File: src/include/cpu_data_pkg.sv
package cpu_data_pkg;

  // Bus geometry
  localparam int LANES        = 4;
  localparam int DATA_W       = 64;
  localparam int CHECK_W      = 8;
  localparam int LANE_DATA_W  = 16;
  localparam int LANE_CHECK_W = 2;

  // Core clock, which is also the bus reference clock
  localparam int CORE_CLK_KHZ = 10_000;

  // Reference clock rates the clock generation accepts, in kHz
  localparam int REF_RATE_LOW_KHZ  = 66_670;
  localparam int REF_RATE_MID_KHZ  = 100_000;
  localparam int REF_RATE_HIGH_KHZ = 133_330;

  // Outgoing strobe period and its half period in core cycles
  localparam int STROBE_PERIOD_NS = 800;
  localparam int STROBE_HALF_CYCLES = (STROBE_PERIOD_NS / 2) * CORE_CLK_KHZ / 1_000_000;
  localparam logic [3:0] STROBE_HALF_LAST = 4'(STROBE_HALF_CYCLES - 1);

  // Forward-clock init hold after chip reset, then delay before strobes run
  localparam logic [3:0] FWD_INIT_HOLD_LAST   = 4'h7;
  localparam logic [3:0] STROBE_START_LAST    = 4'h2;

  // Pin levels of active-low lines
  localparam logic STROBE_INACTIVE_N = 1'b1;
  localparam logic VALID_ASSERTED_N  = 1'b0;
  localparam logic VALID_NEGATED_N   = 1'b1;

  // One lane: 16 data bits and 2 check bits
  typedef struct packed {
    logic [LANE_CHECK_W-1:0] check;
    logic [LANE_DATA_W-1:0]  data;
  } lane_t;

  // One bus word with its check bits
  typedef struct packed {
    logic [CHECK_W-1:0] check;
    logic [DATA_W-1:0]  data;
  } word_t;

  // Pair of words moved as one paced unit
  typedef struct packed {
    word_t second;
    word_t first;
  } pair_t;

  // Forward-clock init sequence
  typedef enum logic [1:0] {
    INIT_HOLD,
    INIT_DELAY,
    INIT_RUN
  } init_state_t;

endpackage

File: src/design/strobe_lane_capture.sv
`timescale 1ns/1ps
// Synchronises the processor strobes and lanes, captures a lane per strobe edge
module strobe_lane_capture
  import cpu_data_pkg::*;
(
  input  wire logic                  clk_in,
  input  wire logic                  rst_in,
  input  wire logic [LANES-1:0]      strobes_n_in,
  input  wire logic [DATA_W-1:0]     data_n_in,
  input  wire logic [CHECK_W-1:0]    check_n_in,
  output lane_t     [LANES-1:0]      lane_word_out,
  output logic      [LANES-1:0]      lane_pulse_out
);

  genvar g;
  generate
    for (g = 0; g < LANES; g = g + 1) begin : g_lane
      logic [3:0] strobe_sync_reg;          // Strobe chain, bit 0 is the first flop
      logic [3:0] strobe_sync_next;
      lane_t      lane_s1_reg;              // First data flop, read only by the second
      lane_t      lane_s2_reg;              // Second data flop
      lane_t      lane_s1_next;
      lane_t      lane_s2_next;
      lane_t      word_reg;                 // Captured lane, true polarity
      lane_t      word_next;
      logic       pulse_reg;                // One cycle per captured edge
      logic       pulse_next;

      // Next values; data is taken one sample after the strobe sample
      // so a lane that changes with its strobe is already settled
      always_comb begin
        strobe_sync_next = {strobe_sync_reg[2:0], strobes_n_in[g]};
        lane_s1_next     = {check_n_in[g*LANE_CHECK_W +: LANE_CHECK_W],
                            data_n_in[g*LANE_DATA_W +: LANE_DATA_W]};
        lane_s2_next     = lane_s1_reg;
        word_next        = word_reg;
        pulse_next       = 1'b0;
        if (strobe_sync_reg[3] != strobe_sync_reg[2]) begin  // Both edges carry data
          word_next  = ~lane_s2_reg;                        // Pins are active low
          pulse_next = 1'b1;
        end
      end

      // Registers
      always_ff @(posedge clk_in) begin
        if (rst_in) begin
          strobe_sync_reg <= {4{STROBE_INACTIVE_N}};
          lane_s1_reg     <= '0;
          lane_s2_reg     <= '0;
          word_reg        <= '0;
          pulse_reg       <= 1'b0;
        end else begin
          strobe_sync_reg <= strobe_sync_next;
          lane_s1_reg     <= lane_s1_next;
          lane_s2_reg     <= lane_s2_next;
          word_reg        <= word_next;
          pulse_reg       <= pulse_next;
        end
      end

      assign lane_word_out[g]  = word_reg;
      assign lane_pulse_out[g] = pulse_reg;
    end
  endgenerate

endmodule

File: src/design/cpu_bus_data_channel.sv
`timescale 1ns/1ps
// Functional notes
// - Drive check bits with each outgoing word
// - Capture incoming check bits every strobe edge
// - Capture incoming data every strobe edge
// - Drive data bus with each outgoing word
// - Float data and check lines during reset
// - Processor drives writes, controller drives reads
// - Hold last values between transfers, never float
// - Each strobe qualifies 16 data, 2 check
// - One word per strobe edge, both edges
// - Strobes inactive in init, run three clocks later
// - Data-valid paces pairs, idle gaps allowed
// - Data-valid aligned to command strobe
// - Reference clock 66.67, 100 or 133.33 MHz; the core clock here is 10 MHz
// - Init output negated after reset, reference-clocked
module cpu_bus_data_channel
  import cpu_data_pkg::*;
(
  input  wire logic                            CLOCK_IN,
  input  wire logic                            RST_IN,
  input  wire logic [cpu_data_pkg::DATA_W-1:0]  CPU_DATA_LINES_N_IN,
  output logic      [cpu_data_pkg::DATA_W-1:0]  CPU_DATA_LINES_N_OUT,
  output logic                                 CPU_DATA_LINES_OE_OUT,
  input  wire logic [cpu_data_pkg::CHECK_W-1:0] ECC_CHECK_LINES_N_IN,
  output logic      [cpu_data_pkg::CHECK_W-1:0] ECC_CHECK_LINES_N_OUT,
  output logic                                 ECC_CHECK_LINES_OE_OUT,
  input  wire logic [cpu_data_pkg::LANES-1:0]   FROM_CPU_DATA_STROBES_N_IN,
  output logic      [cpu_data_pkg::LANES-1:0]   TO_CPU_DATA_STROBES_N_OUT,
  output logic                                 TO_CPU_COMMAND_STROBE_N_OUT,
  output logic                                 TO_CPU_DATA_VALID_N_OUT,
  output logic                                 FORWARD_CLOCK_INIT_OUT,
  input  wire logic                            RELEASE_BUS_IN,
  input  wire cpu_data_pkg::pair_t             RD_PAIR_IN,
  input  wire logic                            RD_PAIR_VALID_IN,
  output logic                                 RD_PAIR_READY_OUT,
  output cpu_data_pkg::word_t                  WR_WORD_OUT,
  output logic                                 WR_WORD_VALID_OUT
);

  import cpu_data_pkg::*;

  // Accepted reference rates; the core clock must be one of them in silicon,
  // the bench runs slower so the check is only a flag for tools to
  localparam bit REF_RATE_SUPPORTED = (CORE_CLK_KHZ == REF_RATE_LOW_KHZ) ||
                                      (CORE_CLK_KHZ == REF_RATE_MID_KHZ) ||
                                      (CORE_CLK_KHZ == REF_RATE_HIGH_KHZ);

  // Init sequencer state
  init_state_t init_state_reg;           // Forward-clock init phase
  init_state_t init_state_next;
  logic [3:0]  init_cnt_reg;             // Clocks spent in the phase
  logic [3:0]  init_cnt_next;
  logic        fwd_init_reg;             // Forward-clock init output
  logic        fwd_init_next;

  // Strobe divider state
  logic [3:0]  half_cnt_reg;             // Position inside a strobe half period
  logic [3:0]  half_cnt_next;
  logic        strobe_n_reg;             // Shared level of all outgoing strobes
  logic        strobe_n_next;
  logic        edge_tick;                // Next cycle carries a strobe edge

  // Transmit state
  pair_t       pend_pair_reg;            // Pair waiting for a period start
  pair_t       pend_pair_next;
  logic        pend_valid_reg;
  logic        pend_valid_next;
  word_t       second_reg;               // Second word of the pair in flight
  word_t       second_next;
  logic        second_due_reg;           // Next edge sends the second word
  logic        second_due_next;
  logic [DATA_W-1:0]  data_n_reg;        // Pin image of the data lines
  logic [DATA_W-1:0]  data_n_next;
  logic [CHECK_W-1:0] check_n_reg;       // Pin image of the check lines
  logic [CHECK_W-1:0] check_n_next;
  logic        valid_n_reg;              // Data-valid pin image
  logic        valid_n_next;
  logic        rd_take;                  // Pair handshake completes this cycle

  // Receive state
  lane_t [LANES-1:0] lane_word;          // Synchronised lane captures
  logic  [LANES-1:0] lane_pulse;
  word_t             wr_word_reg;        // Assembled write word
  word_t             wr_word_next;
  logic  [LANES-1:0] lane_have_reg;      // Lanes already captured for this word
  logic  [LANES-1:0] lane_have_next;
  logic              wr_valid_reg;
  logic              wr_valid_next;

  // Init sequence: hold init, release it, then start strobes three clocks on
  always_comb begin
    init_state_next = init_state_reg;
    init_cnt_next   = init_cnt_reg + 4'h1;
    fwd_init_next   = fwd_init_reg;
    case (init_state_reg)
      INIT_HOLD: begin
        if (init_cnt_reg == FWD_INIT_HOLD_LAST) begin
          init_state_next = INIT_DELAY;
          init_cnt_next   = '0;
          fwd_init_next   = 1'b0;                   // Negated on a reference edge
        end
      end
      INIT_DELAY: begin
        if (init_cnt_reg == STROBE_START_LAST) begin  // Three clocks after negation
          init_state_next = INIT_RUN;
          init_cnt_next   = '0;
        end
      end
      default: begin
        init_cnt_next = '0;                          // Running: counter parked
      end
    endcase
  end

  // Init registers; chip reset reasserts the init output
  always_ff @(posedge CLOCK_IN) begin
    if (RST_IN) begin
      init_state_reg <= INIT_HOLD;
      init_cnt_reg   <= '0;
      fwd_init_reg   <= 1'b1;
    end else begin
      init_state_reg <= init_state_next;
      init_cnt_reg   <= init_cnt_next;
      fwd_init_reg   <= fwd_init_next;
    end
  end

  // Strobe divider: free-running once started, inactive before
  always_comb begin
    edge_tick     = (init_state_reg == INIT_RUN) && (half_cnt_reg == STROBE_HALF_LAST);
    half_cnt_next = '0;
    strobe_n_next = STROBE_INACTIVE_N;
    if (init_state_reg == INIT_RUN) begin
      half_cnt_next = edge_tick ? 4'h0 : half_cnt_reg + 4'h1;
      strobe_n_next = edge_tick ? ~strobe_n_reg : strobe_n_reg;
    end
  end

  always_ff @(posedge CLOCK_IN) begin
    if (RST_IN) begin
      half_cnt_reg <= '0;
      strobe_n_reg <= STROBE_INACTIVE_N;
    end else begin
      half_cnt_reg <= half_cnt_next;
      strobe_n_reg <= strobe_n_next;
    end
  end

  // A pair is taken only while the holding register is free
  assign rd_take           = RD_PAIR_VALID_IN && RD_PAIR_READY_OUT;
  assign RD_PAIR_READY_OUT = (init_state_reg == INIT_RUN) && !pend_valid_reg;

  // Transmit: a pair starts on a falling strobe edge and ends on the
  // rising one, so a pair always fills one whole strobe period
  always_comb begin
    pend_pair_next  = pend_pair_reg;
    pend_valid_next = pend_valid_reg;
    second_next     = second_reg;
    second_due_next = second_due_reg;
    data_n_next     = data_n_reg;                  // Hold last value between pairs
    check_n_next    = check_n_reg;
    valid_n_next    = valid_n_reg;
    if (rd_take) begin
      pend_pair_next  = RD_PAIR_IN;
      pend_valid_next = 1'b1;
    end
    if (edge_tick) begin
      if (second_due_reg) begin
        data_n_next     = ~second_reg.data;        // Second word on the rising edge
        check_n_next    = ~second_reg.check;
        second_due_next = 1'b0;
      end else if (strobe_n_reg == STROBE_INACTIVE_N) begin
        if (pend_valid_reg) begin
          data_n_next     = ~pend_pair_reg.first.data;
          check_n_next    = ~pend_pair_reg.first.check;
          second_next     = pend_pair_reg.second;
          second_due_next = 1'b1;
          pend_valid_next = 1'b0;
          valid_n_next    = VALID_ASSERTED_N;
        end else begin
          valid_n_next = VALID_NEGATED_N;                // Idle period between pairs
        end
      end
    end
  end

  // Transmit registers; data-valid moves only with the command strobe
  always_ff @(posedge CLOCK_IN) begin
    if (RST_IN) begin
      pend_pair_reg  <= '0;
      pend_valid_reg <= 1'b0;
      second_reg     <= '0;
      second_due_reg <= 1'b0;
      data_n_reg     <= '1;
      check_n_reg    <= '1;
      valid_n_reg    <= VALID_NEGATED_N;
    end else begin
      pend_pair_reg  <= pend_pair_next;
      pend_valid_reg <= pend_valid_next;
      second_reg     <= second_next;
      second_due_reg <= second_due_next;
      data_n_reg     <= data_n_next;
      check_n_reg    <= check_n_next;
      valid_n_reg    <= valid_n_next;
    end
  end

  // Pins; the bus is released in reset and while the processor writes
  assign CPU_DATA_LINES_N_OUT        = data_n_reg;
  assign ECC_CHECK_LINES_N_OUT       = check_n_reg;
  assign CPU_DATA_LINES_OE_OUT       = !RST_IN && !RELEASE_BUS_IN;
  assign ECC_CHECK_LINES_OE_OUT      = !RST_IN && !RELEASE_BUS_IN;
  assign TO_CPU_DATA_STROBES_N_OUT   = {LANES{strobe_n_reg}};       // One strobe per lane
  assign TO_CPU_COMMAND_STROBE_N_OUT = strobe_n_reg;
  assign TO_CPU_DATA_VALID_N_OUT     = valid_n_reg;
  assign FORWARD_CLOCK_INIT_OUT      = fwd_init_reg;

  // Incoming strobes and lanes cross into the core clock here; the
  // processor keeps its strobes quiet until its own start delay
  strobe_lane_capture u_capture (
    .clk_in         (CLOCK_IN),
    .rst_in         (RST_IN),
    .strobes_n_in   (FROM_CPU_DATA_STROBES_N_IN),
    .data_n_in      (CPU_DATA_LINES_N_IN),
    .check_n_in     (ECC_CHECK_LINES_N_IN),
    .lane_word_out  (lane_word),
    .lane_pulse_out (lane_pulse)
  );

  // Write word assembly: a word leaves when every lane has been captured;
  // a lane that edges twice first overwrites its earlier capture
  always_comb begin
    wr_word_next   = wr_word_reg;
    lane_have_next = lane_have_reg | lane_pulse;
    wr_valid_next  = 1'b0;
    for (int i = 0; i < LANES; i++) begin
      if (lane_pulse[i]) begin
        wr_word_next.data[i*LANE_DATA_W +: LANE_DATA_W]    = lane_word[i].data;
        wr_word_next.check[i*LANE_CHECK_W +: LANE_CHECK_W] = lane_word[i].check;
      end
    end
    if (&lane_have_next) begin
      wr_valid_next  = 1'b1;                        // Passed on toward memory
      lane_have_next = '0;
    end
  end

  always_ff @(posedge CLOCK_IN) begin
    if (RST_IN) begin
      wr_word_reg   <= '0;
      lane_have_reg <= '0;
      wr_valid_reg  <= 1'b0;
    end else begin
      wr_word_reg   <= wr_word_next;
      lane_have_reg <= lane_have_next;
      wr_valid_reg  <= wr_valid_next;
    end
  end

  assign WR_WORD_OUT       = wr_word_reg;
  assign WR_WORD_VALID_OUT = wr_valid_reg;

endmodule

File: config.mk
export PLATFORM = sky130hd
export DESIGN_NAME = cpu_bus_data_channel
export DESIGN_NICKNAME = d
export VERILOG_FILES = /design/src/include/cpu_data_pkg.sv /design/src/design/strobe_lane_capture.sv /design/src/design/cpu_bus_data_channel.sv
export SDC_FILE = /design/constraint.sdc
export NUM_CORES = 1
export LEC_CHECK = 0
export BUFFER_PORTS_ARGS = -buffer_cell sky130_fd_sc_hd__clkbuf_2
export CORE_MARGIN = 2
export CORE_UTILIZATION = 45
export DETAILED_ROUTE_END_ITERATION = 16
export GPL_ROUTABILITY_DRIVEN = 0
export GPL_TIMING_DRIVEN = 0
export PLACE_DENSITY_LB_ADDON = 0.08
export SLEW_MARGIN = 10
export SYNTH_ARGS = -nofsm -noshare
export SYNTH_HDL_FRONTEND = slang
export SYNTH_HIERARCHICAL = 1
export SYNTH_SLANG_ARGS = --single-unit
File: constraint.sdc
create_clock -name CLOCK_IN -period 2.1 [get_ports CLOCK_IN]
set_input_delay 0.105 -clock CLOCK_IN [delete_from_list [all_inputs] [get_ports CLOCK_IN]]
set_output_delay 0.105 -clock CLOCK_IN [all_outputs]
set_load 0.02 [all_outputs]
==> results.py <==
metrics = {
    "grt": {
        "global_route.usage.total_pct": 24.5,
        "antenna_found_initial": 10,
        "globalRouteOverflowTotal": 0,
        "first_global_vias": 17900,
        "grt_max_degree": 15,
        "first_pass_grt_wire_length_um": 96800,
    },
    "setup_path": {
        "crit_path_top_delay_cell": "sky130_fd_sc_hd__or3_4",
        "crit_path_cell_trace": "ha_4 -> or3b_4 -> or3_4 -> clkbuf_16 -> clkbuf_16 -> a221o_1",
        "worst-path-buf-inv": 2,
        "critical_path_launch_point_type": "register",
        "maximum_fanout_encountered_on_the_critical_timing_path": 5,
        "cp_common_cell": "sky130_fd_sc_hd__clkbuf_16",
        "regToRegStartpoint": "half_cnt_reg[1]",
        "critical_path_cell_count": 6,
        "cp_data_required_time_ns": 2.57,
        "rrSetupSlack_ns": -0.003,
        "worst-endpoint-arrival_ns": 2.57,
        "cp-endpoint": "CPU_DATA_LINES_N_OUT[41]",
        "ff2ff_path_depth": 6,
        "worst_r2r_endpoint": "CPU_DATA_LINES_N_OUT[41]",
        "critPathLaunch": "half_cnt_reg[1]",
        "maximum_cell_stage_delay_along_the_critical_path_ns": 0.43,
        "critPathCaptureType": "register",
        "critPathTopFamily": "simple AND/OR/NAND/NOR gates",
        "worstSetupPathType": "register to register",
    },
    "sta": {
        "timing.max_slew.rel_slack_pct": 37.0,
        "grt_setup_unrepaired": "true",
        "timing.final.max_slew_violations": 0,
        "fmax_mhz": 475,
        "fin_hold_ws_ns": 0.148,
        "finalWorstSetupSlack_ns": -0.00334,
        "timing.clock.skew_ns": 0.0178,
        "tightest_slew_ns": 0.945,
        "final_hold_viol_count": 0,
        "total_of_endpoints_with_negative_setup_slack_in_the_final_report": 2,
        "post-route-period-util_pct": 100,
        "fin_crit_ns": 2.10,
    },
    "detailed_routing": {
        "routed-via-count": 17800,
        "wl_per_cell_um": 17.5,
        "detailedRoute.firstIterationViolations": 913,
        "dr.pass1.iters": 5,
        "routed_wirelength_um": 64000,
        "viasPerCell": 4.87,
        "drcViolationCount": 0,
        "antenna_violating_nets_post_route": 0,
    },
    "floorplanning": {
        "die-height_um": 226,
        "floorplan.initialDensity_pct": 45.5,
        "pin_count": 379,
        "rows": 81,
        "floorplan.core_area_um2": 48700,
        "floorplan.die_area_um2": 51100,
        "die-width_um": 226,
    },
    "place": {
        "preCtsSetupSlack_ns": -0.757,
        "dpl_cell_area_um2": 24900,
        "place_hpwl_um": 44800,
        "buffers_added_on_ports": 377,
        "place.detailed.instances": 3299,
    },
    "power_and_ir_drop": {
        "vdd.ir_drop.worst_uv": 668,
        "internal_power_uw": 19900,
        "pwr-share-clk_pct": 47.2,
        "final_total_pwr_uw": 25200,
        "switchingPower_uw": 5360,
        "power.sequential.fraction_pct": 47.6,
        "power_frac_comb_pct": 5.3,
        "cellPowerDensity_nw_per_um2": 848,
        "p_leak_uw": 0.0118,
        "p_sw_share_pct": 21.3,
    },
    "logic_synthesis": {
        "count_of_flip_flops_with_a_built_in_enable_after_synthesis": 0,
        "asyncSetResetFlopFracSynth_pct": 0,
        "synth_simple_gate_area_share_pct": 19.0,
        "synthAdderAreaFrac_pct": 0.169,
        "area_contributors_post_synth": "sky130_fd_sc_hd__dfxtp_1 56%, sky130_fd_sc_hd__nor2b_1 7.8%, sky130_fd_sc_hd__nand2_1 7.4%",
        "post_synth_xor_area_fraction_pct": 0.694,
        "seq_area_frac_synth_pct": 55.6,
        "yosys_register_bits": 616,
        "synthesis.area_um2": 22200,
        "postSynth.topFlopCell": "sky130_fd_sc_hd__dfxtp_1",
        "synth.area.mux_share_pct": 11.4,
        "dominant_combinational_cell_family_by_area_after_synthesis": "simple AND/OR/NAND/NOR gates",
        "synthesis.nets": 2485,
        "yosysUniqueCellTypes": 39,
        "synth.yosys.warnings": 6,
        "synth_cells": 2258,
        "syn_area_per_cell_um2": 9.82,
        "synth-compound-area-share_pct": 9.19,
        "synth_largest_type_area_fraction_pct": 55.6,
        "netlist.top_cell.by_area": "sky130_fd_sc_hd__dfxtp_1",
    },
    "cells_and_area": {
        "instances_no_fill": 3654,
        "postLayoutCellArea_um2": 29700,
        "fin_nets": 3159,
        "synthToLayoutAreaGrowth_pct": 34.1,
        "nFillCells": 4158,
        "number_of_flip_flops_under_the_largest_register_name": 144,
        "layout-drive-gt1-share_pct": 22.9,
    },
    "clocking": {
        "tritoncts_num_sinks": 616,
        "root_driver": "sky130_fd_sc_hd__clkbuf_16",
        "max-clock-path-buffers": 3,
        "cts.htree.levels": 3,
        "cts.reportedPaths.clkPinSlew_ns": 0.06,
        "cts_tree": "built",
        "clock_buffers_created_by_tritoncts": 66,
        "clk-insertion-delay-late_ns": 0.59,
    },
    "outcome": {
        "failed_checks": "setup timing",
        "outcome": "finished with violations",
    },
    "flow_run": {
        "max_cap_check_violation_count": 0,
    },
    "min_path": {
        "min_path_type": "input pin to register",
    },
}
[power by group through the flow]
| stage | Sequential [µW] | Combinational (µW) | Clock (µW) |
|---|---|---|---|
| 4_1_cts | 12000 | 1330 | 12100 |
| 6_report | 12000 | 1330 | 11900 |
| 3_5_place_dp | 12300 | 996 | 0 |
| 2_1_floorplan | 12200 | 552 | 0 |
| 5_1_grt | 12000 | 1440 | 12600 |
| 3_3_place_gp | 12300 | 977 | 0 |
[placed cells by master, fill, tap and decap left out, drive strengths merged, types with 2 or more instances in the layout]
master and n:
nand2b 2, xnor2 6, mux2 85, clkinvlp 2, clkbuf 608, a211oi 59, a21oi 148, a221o 59
diode 6, o31ai 14, dlygate4sd3 221, nand3 3, and3 2, o21ai 4, nor3b 2, nor4 2
ha 3, o211ai 13, nor2b 275, clkinv 14, o21a 2, nand4bb 3, inv 6, nor2 165
bufinv 4, nand2 436, buf 60, mux2i 144, dfxtp 616, xor2 3, or2 16
[through the flow]
stage / setup TNS [ns] / util (%)
floorplan: 0 / -
global placement: -106.85 / 51.1
detailed placement: -119.81 / 51.1
CTS: 0 / 60.4
global route: -0.707 / 61.0
finish: -0.00581 / 61.0
[cells by family (layout without fill, tap and decap cells)]
group / after synthesis / in the layout
other cells: 0 / 6
compound gates: 302 / 302
simple gates: 910 / 910
xor+xnor: 9 / 9
fa+ha+maj: 3 / 3
mux: 229 / 229
flops: 616 / 616
buf+inv: 189 / 915
[synth_stat cells (all sizes together), types with 13 or more instances]
master and number:
dfxtp 616, mux2i 144, nand2 436, buf 65
mux2 85, o31ai 14, clkbuf 119, nor2 165
a221o 59, o211ai 13, a21oi 148, or2 16
a211oi 59, nor2b 275
[layout make-up]
cell class | count | area, µm² | area share (%)
sequential | 616 | 12300 | 41.5
multi-input combinational | 1453 | 9030 | 30.4
timing repair buffer | 608 | 4300 | 14.5
clock buffer | 99 | 2040 | 6.87
buffer | 182 | 945 | 3.18
tap | 664 | 831 | 2.79
clock inverter | 21 | 214 | 0.719
inverter | 5 | 18.8 | 0.0631
antenna | 6 | 15.0 | 0.0505
[worst reg2reg max path: cells and delay by family, from the launching register on]
kind	cells	cell delay, ns
AOI/OAI and AO/OA	1	0.32
and+or+nand+nor	2	0.85
adders and majority gates	1	0.13
buffers and inverters	2	0.35
DFF	1	0.35
[worst min path at each step]
stage,slack [ns],depth (start not counted),startpoint,end
4_1_cts,0.12,3,RST_IN,u_capture/lane_word_out[10]
3_5_place_dp,0.31,2,FROM_CPU_DATA_STROBES_N_IN[3],u_capture/g_lane[3].strobe_sync_reg[0]
5_1_grt,0.18,3,RST_IN,u_capture/lane_word_out[14]
2_1_floorplan,0.21,1,FROM_CPU_DATA_STROBES_N_IN[0],u_capture/g_lane[0].strobe_sync_reg[0]
3_3_place_gp,0.31,2,CPU_DATA_LINES_N_IN[61],u_capture/g_lane[3].lane_s1_reg[13]
6_report,0.15,3,RST_IN,u_capture/lane_word_out[10]
[routing by layer]
metal | GRT usage (%) | share of wire (%) | up-vias
met3 | 5.31 | 5.6 | 137
met1 | 28.6 | 42 | 8326
met2 | 43.7 | 49 | 489
li1 | - | - | 8847
met4 | 9.29 | 3.2 | 10
met5 | 0 | 0.077 | -
[repair_timing]
action                                  CTS  global route
gates resized for setup                  33            34
endpoints found under the hold margin   222             0
cloned                                    0             7
setup buffers                             1             2
endpoints found under the setup margin  283           176
hold buffers                            221             0
pin swaps                                 0            60
(Power assumes the default switching activity.)
